### src/hw/cis_pkg.sv
// Shared constants of the CAN interrupt flag and enable block.
// Assumes a 32-bit classic Wishbone register bus; only the low half word is used.
package cis_pkg;

	// ------------------------------------------------------------
	// Bus geometry and register map
	// ------------------------------------------------------------
	localparam int CIS_DW = 32;
	localparam int CIS_SELW = CIS_DW / 8;
	localparam int CIS_AW_DEF = 8;
	localparam logic [7:0] CIS_OFS_FLAGS = 8'h00;
	localparam logic [7:0] CIS_OFS_ENABLES = 8'h04;

	// ------------------------------------------------------------
	// Field positions of the flag register
	// ------------------------------------------------------------
	localparam int CIS_BIT_TX_BUS_OFF = 13;
	localparam int CIS_BIT_TX_PASSIVE = 12;
	localparam int CIS_BIT_RX_PASSIVE = 11;
	localparam int CIS_BIT_TX_WARNING = 10;
	localparam int CIS_BIT_RX_WARNING = 9;
	localparam int CIS_BIT_ANY_WARNING = 8;
	localparam int CIS_BIT_INVALID_MSG = 7;
	localparam int CIS_BIT_WAKEUP = 6;
	localparam int CIS_BIT_ERROR = 5;
	localparam int CIS_BIT_FIFO_FULL = 3;
	localparam int CIS_BIT_RX_OVERFLOW = 2;
	localparam int CIS_BIT_RX_BUFFER = 1;
	localparam int CIS_BIT_TX_BUFFER = 0;
	localparam int CIS_STAT_LSB = 8;
	localparam int CIS_STAT_W = 6;
	localparam int CIS_EVT_W = 8;

	// Implemented event positions; bit 4 is absent in both registers
	localparam logic [7:0] CIS_EVT_IMPL = 8'hef;

	// ------------------------------------------------------------
	// Values after reset
	// ------------------------------------------------------------
	localparam logic [7:0] CIS_FLAGS_RST = 8'h00;
	localparam logic [7:0] CIS_EN_RST = 8'h00;
	localparam logic [5:0] CIS_STAT_RST = 6'h00;
	localparam logic [31:0] CIS_DAT_RST = 32'h0000_0000;

endpackage

### src/hw/cis_top.sv
// CAN interrupt flag and enable registers with one interrupt request line.
// Assumes error-state levels and event pulses come from the protocol
// engine on clk_i, and a classic Wishbone master on the same clock.
//
// Summary of operation
// Transmit bus-off status follows transmitter state
// Transmit error-passive status follows transmitter, read-only
// Receive error-passive status follows receiver, read-only
// Transmit warning status follows transmitter warning state
// Receive warning status follows receiver warning state
// Combined warning is OR of both warnings
// Flags readable; writing zero clears, one keeps
// Error flag set on any status-bit change
// Invalid message sets sticky invalid-message flag
// Bus wake-up activity sets sticky wake-up flag
// FIFO almost full sets sticky flag
// Lost incoming message sets receive overflow flag
// Stored received message sets receive buffer flag
// Transmit buffer event sets transmit buffer flag
// Per-flag enable bits, read/write, reset zero
// Unimplemented register bits always read zero
// Interrupt high while any enabled flag set
// Hardware set wins over same-cycle software clear
`timescale 1ns/1ns
`default_nettype none

module cis_top
	import cis_pkg::*;
#(
	parameter int AW = CIS_AW_DEF
) (
	input wire logic clk_i,
	input wire logic rst_i,
	input wire logic ce_i,
	input wire logic wb_cyc_i,
	input wire logic wb_stb_i,
	input wire logic wb_we_i,
	input wire logic [AW-1:0] wb_adr_i,
	input wire logic [CIS_SELW-1:0] wb_sel_i,
	input wire logic [CIS_DW-1:0] wb_dat_i,
	output logic [CIS_DW-1:0] wb_dat_o,
	output logic wb_ack_o,
	input wire logic tx_bus_off_state_i,
	input wire logic tx_error_passive_state_i,
	input wire logic rx_error_passive_state_i,
	input wire logic tx_error_warning_state_i,
	input wire logic rx_error_warning_state_i,
	input wire logic invalid_message_i,
	input wire logic bus_wakeup_i,
	input wire logic fifo_almost_full_i,
	input wire logic rx_overflow_i,
	input wire logic rx_buffer_i,
	input wire logic tx_buffer_i,
	output logic irq_o
);

	// ------------------------------------------------------------
	// Elaboration checks
	// ------------------------------------------------------------
	if (AW < 3 || AW > 32) begin : g_bad_aw
		$error("cis_top: AW must lie between 3 and 32");
	end

	if (CIS_STAT_LSB + CIS_STAT_W > 14 || CIS_EVT_W != 8) begin : g_bad_map
		$error("cis_top: status and event fields do not fit the flag register");
	end

	// ------------------------------------------------------------
	// State
	// ------------------------------------------------------------
	typedef struct packed {
		logic [CIS_STAT_W-1:0] stat;
		logic [CIS_EVT_W-1:0] en;
		logic irq;
	} cis_state_t;

	cis_state_t st_q, st_d;
	logic [CIS_STAT_W-1:0] stat_next;
	logic [CIS_EVT_W-1:0] evt_set;
	logic [CIS_EVT_W-1:0] evt_clr;
	logic [CIS_EVT_W-1:0] flags;
	logic [CIS_EVT_W-1:0] flags_next;
	logic [CIS_DW-1:0] rd_data;
	logic [15:0] flag_reg;
	logic wr;
	logic hit_flags;
	logic hit_en;
	logic lane0;

	// ------------------------------------------------------------
	// Register bus
	// ------------------------------------------------------------
	cis_wb_slave u_wb (
		.clk_i(clk_i),
		.rst_i(rst_i),
		.ce_i(ce_i),
		.cyc_i(wb_cyc_i),
		.stb_i(wb_stb_i),
		.we_i(wb_we_i),
		.rd_data_i(rd_data),
		.ack_o(wb_ack_o),
		.dat_o(wb_dat_o),
		.wr_o(wr)
	);

	// Byte address decode; unmapped words read zero and ignore writes
	always_comb begin
		hit_flags = (wb_adr_i == AW'(CIS_OFS_FLAGS));
		hit_en = (wb_adr_i == AW'(CIS_OFS_ENABLES));
		lane0 = wb_sel_i[0];
		flag_reg = {2'b00, st_q.stat, flags};
		rd_data = '0;
		if (hit_flags) begin
			rd_data = {16'h0000, flag_reg};
		end else if (hit_en) begin
			rd_data = {24'h000000, st_q.en & CIS_EVT_IMPL};
		end
	end

	// ------------------------------------------------------------
	// Error-state status
	// ------------------------------------------------------------
	// Status bits sit in the read-only upper byte, writes never reach them
	always_comb begin
		stat_next = CIS_STAT_RST;
		stat_next[CIS_BIT_TX_BUS_OFF - CIS_STAT_LSB] = tx_bus_off_state_i;
		stat_next[CIS_BIT_TX_PASSIVE - CIS_STAT_LSB] = tx_error_passive_state_i;
		stat_next[CIS_BIT_RX_PASSIVE - CIS_STAT_LSB] = rx_error_passive_state_i;
		stat_next[CIS_BIT_TX_WARNING - CIS_STAT_LSB] = tx_error_warning_state_i;
		stat_next[CIS_BIT_RX_WARNING - CIS_STAT_LSB] = rx_error_warning_state_i;
		stat_next[CIS_BIT_ANY_WARNING - CIS_STAT_LSB] =
			tx_error_warning_state_i | rx_error_warning_state_i;
	end

	// ------------------------------------------------------------
	// Event flags
	// ------------------------------------------------------------
	always_comb begin
		evt_set = '0;
		evt_set[CIS_BIT_INVALID_MSG] = invalid_message_i;
		evt_set[CIS_BIT_WAKEUP] = bus_wakeup_i;
		evt_set[CIS_BIT_ERROR] = (stat_next != st_q.stat);
		evt_set[CIS_BIT_FIFO_FULL] = fifo_almost_full_i;
		evt_set[CIS_BIT_RX_OVERFLOW] = rx_overflow_i;
		evt_set[CIS_BIT_RX_BUFFER] = rx_buffer_i;
		evt_set[CIS_BIT_TX_BUFFER] = tx_buffer_i;
		evt_clr = '0;
		if (wr && hit_flags && lane0) begin
			evt_clr = ~wb_dat_i[CIS_EVT_W-1:0];
		end
		flags_next = ((flags & ~evt_clr) | evt_set) & CIS_EVT_IMPL;
	end

	cis_flag_bank u_flags (
		.clk_i(clk_i),
		.rst_i(rst_i),
		.ce_i(ce_i),
		.set_i(evt_set),
		.clr_i(evt_clr),
		.flags_o(flags)
	);

	// ------------------------------------------------------------
	// Enables and interrupt request
	// ------------------------------------------------------------
	// The request is registered from next values so it moves with the flags
	always_comb begin
		st_d = st_q;
		st_d.stat = stat_next;
		if (wr && hit_en && lane0) begin
			st_d.en = wb_dat_i[CIS_EVT_W-1:0] & CIS_EVT_IMPL;
		end
		st_d.irq = |(flags_next & st_d.en);
	end

	always_ff @(posedge clk_i) begin
		if (rst_i) begin
			st_q.stat <= CIS_STAT_RST;
			st_q.en <= CIS_EN_RST;
			st_q.irq <= 1'b0;
		end else if (ce_i) begin
			st_q <= st_d;
		end
	end

	assign irq_o = st_q.irq;

	// ------------------------------------------------------------
	// Per-flag checks
	// ------------------------------------------------------------
	// A flag may only fall on a zero written to its own bit
	for (genvar i = 0; i < CIS_EVT_W; i++) begin : g_flag_chk
		if (CIS_EVT_IMPL[i]) begin : g_impl

		end else begin : g_absent

		end
	end
endmodule
`default_nettype wire

### src/hw/cis_flag_bank.sv
// Sticky event flags with hardware set and software clear.
// Assumes set and clear vectors come from logic on the same clock.
`timescale 1ns/1ns
`default_nettype none

module cis_flag_bank
	import cis_pkg::*;
#(
	parameter int W = CIS_EVT_W,
	parameter logic [W-1:0] IMPL = CIS_EVT_IMPL
) (
	input wire logic clk_i,
	input wire logic rst_i,
	input wire logic ce_i,
	input wire logic [W-1:0] set_i,
	input wire logic [W-1:0] clr_i,
	output logic [W-1:0] flags_o
);

	typedef struct packed {
		logic [W-1:0] flags;
	} cis_bank_state_t;

	cis_bank_state_t st_q, st_d;

	// ------------------------------------------------------------
	// Next state
	// ------------------------------------------------------------
	// Set is ORed in after the clear so a coincident event survives
	always_comb begin
		st_d = st_q;
		st_d.flags = ((st_q.flags & ~clr_i) | set_i) & IMPL;
	end

	always_ff @(posedge clk_i) begin
		if (rst_i) begin
			st_q.flags <= '0;
		end else if (ce_i) begin
			st_q <= st_d;
		end
	end

	assign flags_o = st_q.flags;

endmodule
`default_nettype wire

### src/hw/cis_wb_slave.sv
// Classic Wishbone slave front end: registered ack and read data.
// Assumes the master holds its request until it samples ack high.
`timescale 1ns/1ns
`default_nettype none

module cis_wb_slave
	import cis_pkg::*;
(
	input wire logic clk_i,
	input wire logic rst_i,
	input wire logic ce_i,
	input wire logic cyc_i,
	input wire logic stb_i,
	input wire logic we_i,
	input wire logic [CIS_DW-1:0] rd_data_i,
	output logic ack_o,
	output logic [CIS_DW-1:0] dat_o,
	output logic wr_o
);

	typedef struct packed {
		logic ack;
		logic [CIS_DW-1:0] dat;
	} cis_wb_state_t;

	cis_wb_state_t st_q, st_d;
	logic req;

	// ------------------------------------------------------------
	// Handshake
	// ------------------------------------------------------------
	// Ack one cycle after the request, dropped the cycle after it
	always_comb begin
		req = cyc_i & stb_i;
		st_d = st_q;
		st_d.ack = req & ~st_q.ack;
		if (req & ~st_q.ack) begin
			st_d.dat = we_i ? CIS_DAT_RST : rd_data_i;
		end
	end

	always_ff @(posedge clk_i) begin
		if (rst_i) begin
			st_q.ack <= 1'b0;
			st_q.dat <= CIS_DAT_RST;
		end else if (ce_i) begin
			st_q <= st_d;
		end
	end

	// Write lands on the edge where the master samples ack
	assign wr_o = req & we_i & st_q.ack & ce_i;
	assign ack_o = st_q.ack;
	assign dat_o = st_q.dat;

endmodule
`default_nettype wire

### config.mk
export PLATFORM = sky130hd
export DESIGN_NAME = cis_top
export DESIGN_NICKNAME = d
export VERILOG_FILES = /design/src/hw/cis_pkg.sv /design/src/hw/cis_top.sv /design/src/hw/cis_flag_bank.sv /design/src/hw/cis_wb_slave.sv
export SDC_FILE = /design/constraint.sdc
export NUM_CORES = 1
export LEC_CHECK = 0
export BUFFER_PORTS_ARGS = -buffer_cell sky130_fd_sc_hd__buf_2
export CAP_MARGIN = 20
export CORE_MARGIN = 3
export CORE_UTILIZATION = 45
export CTS_CLUSTER_DIAMETER = 50
export DETAILED_ROUTE_END_ITERATION = 10
export PLACE_DENSITY_LB_ADDON = 0.25
export SLEW_MARGIN = 25
export SYNTH_ARGS = -nofsm -noshare
export SYNTH_HDL_FRONTEND = slang
export SYNTH_SLANG_ARGS = --single-unit
### constraint.sdc
create_clock -name clk_i -period 2.3 [get_ports clk_i]
set_input_delay 0.23 -clock clk_i [delete_from_list [all_inputs] [get_ports clk_i]]
set_output_delay 0.23 -clock clk_i [all_outputs]
set_load 0.02 [all_outputs]
==> out/metrics.yaml, run 1 <==
run_status:
  status: "complete, no violations"
sta:
  hold_viol: 0
  relSlewSlack: 0.571
  skew_ns: 0.00344
  worstMarginPinSlew_ns: 0.644
  setup_viol: 0
  maxSlewViolCount: 0
  finalCriticalPeriod_ns: 1.89
  rsz0062_at_grt: "no"
  max_freq_ghz: 0.529
  post-route-period-util: 0.822
  final.setup.tns_ns: 0
synth:
  postSynthCellCount: 231
  yosysWarnings: 0
  synth-simple-area-share: 0.232
  synth-edff-count: 0
  synth-seq-cells: 35
  synth_fa_ha_area_frac: 0
  synthXorXnorAreaFrac: 0.0186
  syn_area_mm2: 0.00188
  yosysUniqueCellTypes: 38
  synth.mux.area_fraction: 0.0692
  syn_area_per_cell_um2: 8.14
  synth_compound_area_frac: 0.184
  synth_top_family_by_area: "simple AND/OR/NAND/NOR gates"
  yosys.area.top_type_share: 0.373
  synth_area_leader_cell: "dfxtp_1"
  synth.area.top_cells: "dfxtp_1, a21oi_1, buf_4"
  yosys_most_used_dff: "dfxtp_1"
  asyncSetResetFlopFracSynth: 0
  yosysSeqAreaShare: 0.373
drt:
  vias_per_cell: 5.24
  wl_per_cell_um: 13.0
  drc: 0
  totalWireLength_mm: 4.26
  drt-initial-drc-count: 117
  vias: 1712
  drtAntennaViolNets: 0
  drt-pass1-iter-count: 4
finish:
  insertedDiodeCount: 0
  areaGrowthSynthToFinish_pct: 17.0
  drive_gt1_frac: 0.237
  largest_register_ffs: 13
  nNetsFinal: 339
die:
  core_mm2: 0.00385
  die_w_um: 70.6
  fp-row-count: 22
  die_area_mm2: 0.00499
  die_h_um: 70.6
  start_util: 0.488
  io_pins: 95
pwr:
  p_leak_nw: 0.960
  seqPwrFrac: 0.439
  power_density_mw_per_mm2: 660
  switching_share: 0.235
  ir_drop_uv: 377
  power.share.clock: 0.453
  pwr-share-comb: 0.108
  power.switching_mw: 0.341
  p_int_mw: 1.11
  power.total_mw: 1.45
cts:
  clkTransAtPathRegs_ns: 0.07
  cts_tree: "done"
  htree_num_levels: 2
  cts_root_buffer: "clkbuf_8"
  cts_setup_buffers: 0
  clock-sinks: 35
  worstSkewPairLatency_ns: 0.28
  cts_repair_resize_count: 0
  max-clock-path-buffers: 2
  cts_hold_buf: 0
  cts_buffers: 5
global_route:
  antenna_found_initial: 0
  track_usage: 0.171
  grt_pass1_vias: 1452
  grt_start_max_net_pins: 36
  grt_pass1_wl_mm: 6.87
  overflow: 0
placed_design:
  gp_congestion: 0.864
  port-buffer-count: 47
  dp_hpwl_mm: 3.09
worst_setup_path:
  end_kind: "register"
  cp_cell_sequence: "nand4b_1 > or4_2 > nor2_4 > a22oi_1 > nor2_1"
  worstSetupPathType: "reg -> reg"
  slowest_delay_ns: 0.80
  path_max_fanout: 8
  start_kind: "register"
  crit_slowest_cell: "or4_2"
  worstPathArrival_ns: 2.11
  crit_required_ns: 2.52
flow_run:
  drv_cap: 0
hold_path:
  hold_class: "in -> reg"
==> area by class of cell <==
| class | instances | area [µm²] |
|---|---|---|
| fillers | 378 | 1650 |
| multi-input cells | 180 | 1020 |
| flip-flops and latches | 35 | 701 |
| repair buffers | 52 | 273 |
| clock buffers | 6 | 72.6 |
| clock inverters | 2 | 60.1 |
| well taps | 48 | 60.1 |
| inverters | 4 | 15.0 |
==> per-layer routing <==
layer | routed length, µm | track usage | share of wire
met5 | 0 | 0 | 0
met4 | 63 | 0.0564 | 0.015
met3 | 347 | 0.0440 | 0.081
met1 | 2030 | 0.244 | 0.48
met2 | 1820 | 0.253 | 0.43
==> cells by family (layout without fill, tap and decap cells) <==
group,count (synthesis),in the layout
muxes,13,13
DFF,35,35
and+or+nand+nor,85,85
AOI/OAI and AO/OA,59,59
xor gates and xnor gates,4,4
buffers and inverters,34,64
other,1,19
==> cell usage in the layout (no fill, tap or decap), types with 2 or more instances in the layout <==
master     synthesis  routed
buf_2              2      47
dfxtp_1           35      35
a21oi_1           32      32
nor2_1            31      31
nand2_1           25      25
conb_1             1      19
mux2i_1           13      13
o21ai_0           12      12
a22oi_1            6       6
nand3_1            5       5
clkbuf_8           0       5
buf_4             20       5
inv_1              4       4
xor2_1             4       4
nor4_1             3       3
nand2b_1           3       3
nor2b_1            3       3
or4_4              2       2
or4_1              2       2
nand4_1            2       2
o22ai_1            2       2
bufinv_16          0       2
==> through the flow <==
step                 util  hold WS [ns]  area [µm²]  std cells  worst slack (ns)
global placement    0.536         0.449        2070        319             0.184
global route        0.571         0.202        2200        327             0.320
CTS                 0.571         0.202        2200        327             0.409
detailed placement  0.536         0.458        2070        319             0.177
floorplan               -         0.368        1950        249             0.396
finish              0.571         0.208        2200        327             0.408
==> worst paths after layout <==
kind | depth (start not counted) | slack (ns) | start | endpoint
max | 5 | 0.41 | u_wb.ack_o$_SDFFE_PP0P_ | u_wb.dat_o[8]$_SDFFE_PP0P_
min | 3 | 0.21 | rx_error_passive_state_i | flag_reg[11]$_SDFFE_PP0P_
max reg2reg | 5 | 0.41 | u_wb.ack_o$_SDFFE_PP0P_ | u_wb.dat_o[8]$_SDFFE_PP0P_
min reg2reg | 2 | 0.47 | st_q[7]$_SDFFE_PP0P_ | st_q[7]$_SDFFE_PP0P_
==> critical path, delay by kind of cell (launching register included) <==
| kind | cells | cell delay, ns |
|---|---|---|
| simple gates | 4 | 1.34 |
| flops | 1 | 0.39 |
| compound gates | 1 | 0.09 |
==> cells in the mapped netlist (all sizes together) (2+ instances only) <==
cell type,number
dfxtp,35
a21oi,32
nor2,32
buf,25
nand2,25
mux2i,13
o21ai,12
a22oi,6
clkbuf,5
nand3,5
or4,5
inv,4
nor4,4
xor2,4
nand2b,3
nor2b,3
nand4,2
o22ai,2
==> power groups by stage <==
stage	Clock [mW]	Sequential [mW]	Combinational [mW]
finish	0.658	0.637	0.157
global route	0.687	0.639	0.173
CTS	0.665	0.637	0.157
detailed placement	0	0.651	0.156
global placement	0	0.651	0.154
floorplan	0	0.649	0.131
Note: power is estimated with default switching activity, not from simulation.
==> run 2, diff against run 1 <==
CORE_UTILIZATION = 41   (was 45)
clock period = 1.7 ns   (was 2.3 ns; I/O delays follow)
==> out/metrics.yaml, run 2 (same netlist as run 1, synthesis figures left out) <==
run_status:
  status: "complete, no violations"
finish:
  mostFrequentLayoutCells: "buf_2, dfxtp_1, a21oi_1"
  final_cells: 339
  nNetsFinal: 350
  fin_util: 0.544
  insertedDiodeCount: 0
  drive_gt1_frac: 0.284
  layout_commonest_cell: "buf_2"
  areaGrowthSynthToFinish_pct: 21.7
  largest_register_ffs: 13
sta:
  skew_ns: 0.00604
  hold_slack_ns: 0.149
  finalCriticalPeriod_ns: 1.64
  maxSlewViolCount: 0
  postLayoutSetupSlackWorst_ns: 0.0571
  setup_viol: 0
  rsz0062_at_grt: "yes"
  max_freq_ghz: 0.609
  post-route-period-util: 0.966
  hold_viol: 0
hold_path:
  hold_class: "in -> reg"
worst_setup_path:
  crit_required_ns: 1.92
  crit_slowest_cell: "or4_4"
  worst-path-buf-inv: 1
  path_common_cell: "or4_4"
  path_max_fanout: 7
  end_kind: "register"
  worstPathArrival_ns: 1.87
  cp_cell_sequence: "buf_2 > or4_4 > or4_4 > nor2_4 > a22oi_1 > nor2_1"
  slowest_delay_ns: 0.61
  critical-path-top-delay-family: "simple AND/OR/NAND/NOR gates"
  start_kind: "input port"
  worstSetupPathType: "in -> reg"
die:
  fp-row-count: 23
  core_mm2: 0.00420
  io_pins: 95
  die_w_um: 73.7
  die_h_um: 73.7
  start_util: 0.447
  die_area_mm2: 0.00543
pwr:
  seqPwrFrac: 0.476
  power.switching_mw: 0.459
  pwr-share-comb: 0.124
  power.total_mw: 1.81
  power_density_mw_per_mm2: 792
  ir_drop_uv: 397
  p_int_mw: 1.35
  power.share.clock: 0.400
  p_leak_nw: 1.00
  switching_share: 0.253
cts:
  htree_num_levels: 2
  clkTransAtPathRegs_ns: 0.07
  cts_tree: "done"
  worstSkewPairLatency_ns: 0.29
  clock-sinks: 35
  cts_buffers: 5
  cts_root_buffer: "clkbuf_8"
  max-clock-path-buffers: 2
placed_design:
  gp_congestion: 0.824
  dp.cells: 330
  dp_hpwl_mm: 3.36
  port-buffer-count: 47
  pre_cts_ws_ns: -0.229
drt:
  vias_per_cell: 5.18
  drt-initial-drc-count: 103
  drtAntennaViolNets: 0
  drc: 0
  totalWireLength_mm: 4.56
  wl_per_cell_um: 13.4
  drt-pass1-iter-count: 4
  vias: 1755
global_route:
  grt_start_max_net_pins: 24
  overflow: 0
  antenna_found_initial: 0
  grt_pass1_wl_mm: 7.22
  track_usage: 0.170
  grt_pass1_vias: 1619
flow_run:
  drv_cap: 0
[run 2: repair_timing]
item,CTS,global route
setup endpoints to repair,0,7
setup buffers,0,2
hold endpoints to repair,0,0
gates resized for setup,0,3
hold buffers,0,0
[run 2: metrics by stage]
step                      TNS [ns]  cell area, µm²
final                            0            2290
after global routing       -0.0136            2290
after detailed placement     -2.27            2150
after global placement       -2.06            2150
after CTS                        0            2260
after floorplan            -0.0413            1970
[run 2: per-layer routing]
layer	global-route usage	wire [µm]	up-vias
met2	0.283	2250	44
li1	-	-	882
met1	0.221	1990	825
met5	0	0	-
met3	0.0369	285	4
met4	0.0423	27	0
[run 2: final cells by class]
type | instances | area (µm²)
tap | 50 | 62.6
clock buffer | 5 | 68.8
inverter | 4 | 15.0
fill | 425 | 1910
clock inverter | 2 | 37.5
timing repair buffer | 63 | 355
sequential | 35 | 704
multi-input combinational | 180 | 1040
[run 2: worst register-to-register path, cell delays in order (launching register included)]
cell	delay, ns
dfxtp_4	0.38
nand3_1	0.07
or4_4	0.53
a221oi_2	0.26
a21oi_1	0.07
a41oi_1	0.19
[run 2: power by group through the flow]
| stage | combinational [mW] | clock (mW) | sequential (mW) |
|---|---|---|---|
| final | 0.225 | 0.725 | 0.861 |
| after global routing | 0.251 | 0.780 | 0.865 |
| after CTS | 0.223 | 0.747 | 0.862 |
| after detailed placement | 0.221 | 0 | 0.881 |
| after global placement | 0.220 | 0 | 0.881 |
| after floorplan | 0.178 | 0 | 0.878 |
[run 2: final timing paths]
| check | start | to | slack, ns | cells after the start |
|---|---|---|---|---|
| max | wb_adr_i[5] | u_wb.dat_o[10]$_SDFFE_PP0P_ | 0.06 | 6 |
| min | rx_error_passive_state_i | flag_reg[11]$_SDFFE_PP0P_ | 0.15 | 3 |
| max reg2reg | u_wb.ack_o$_SDFFE_PP0P_ | irq_o$_SDFFE_PP0P_ | 0.13 | 5 |
| min reg2reg | st_q[7]$_SDFFE_PP0P_ | st_q[7]$_SDFFE_PP0P_ | 0.47 | 2 |
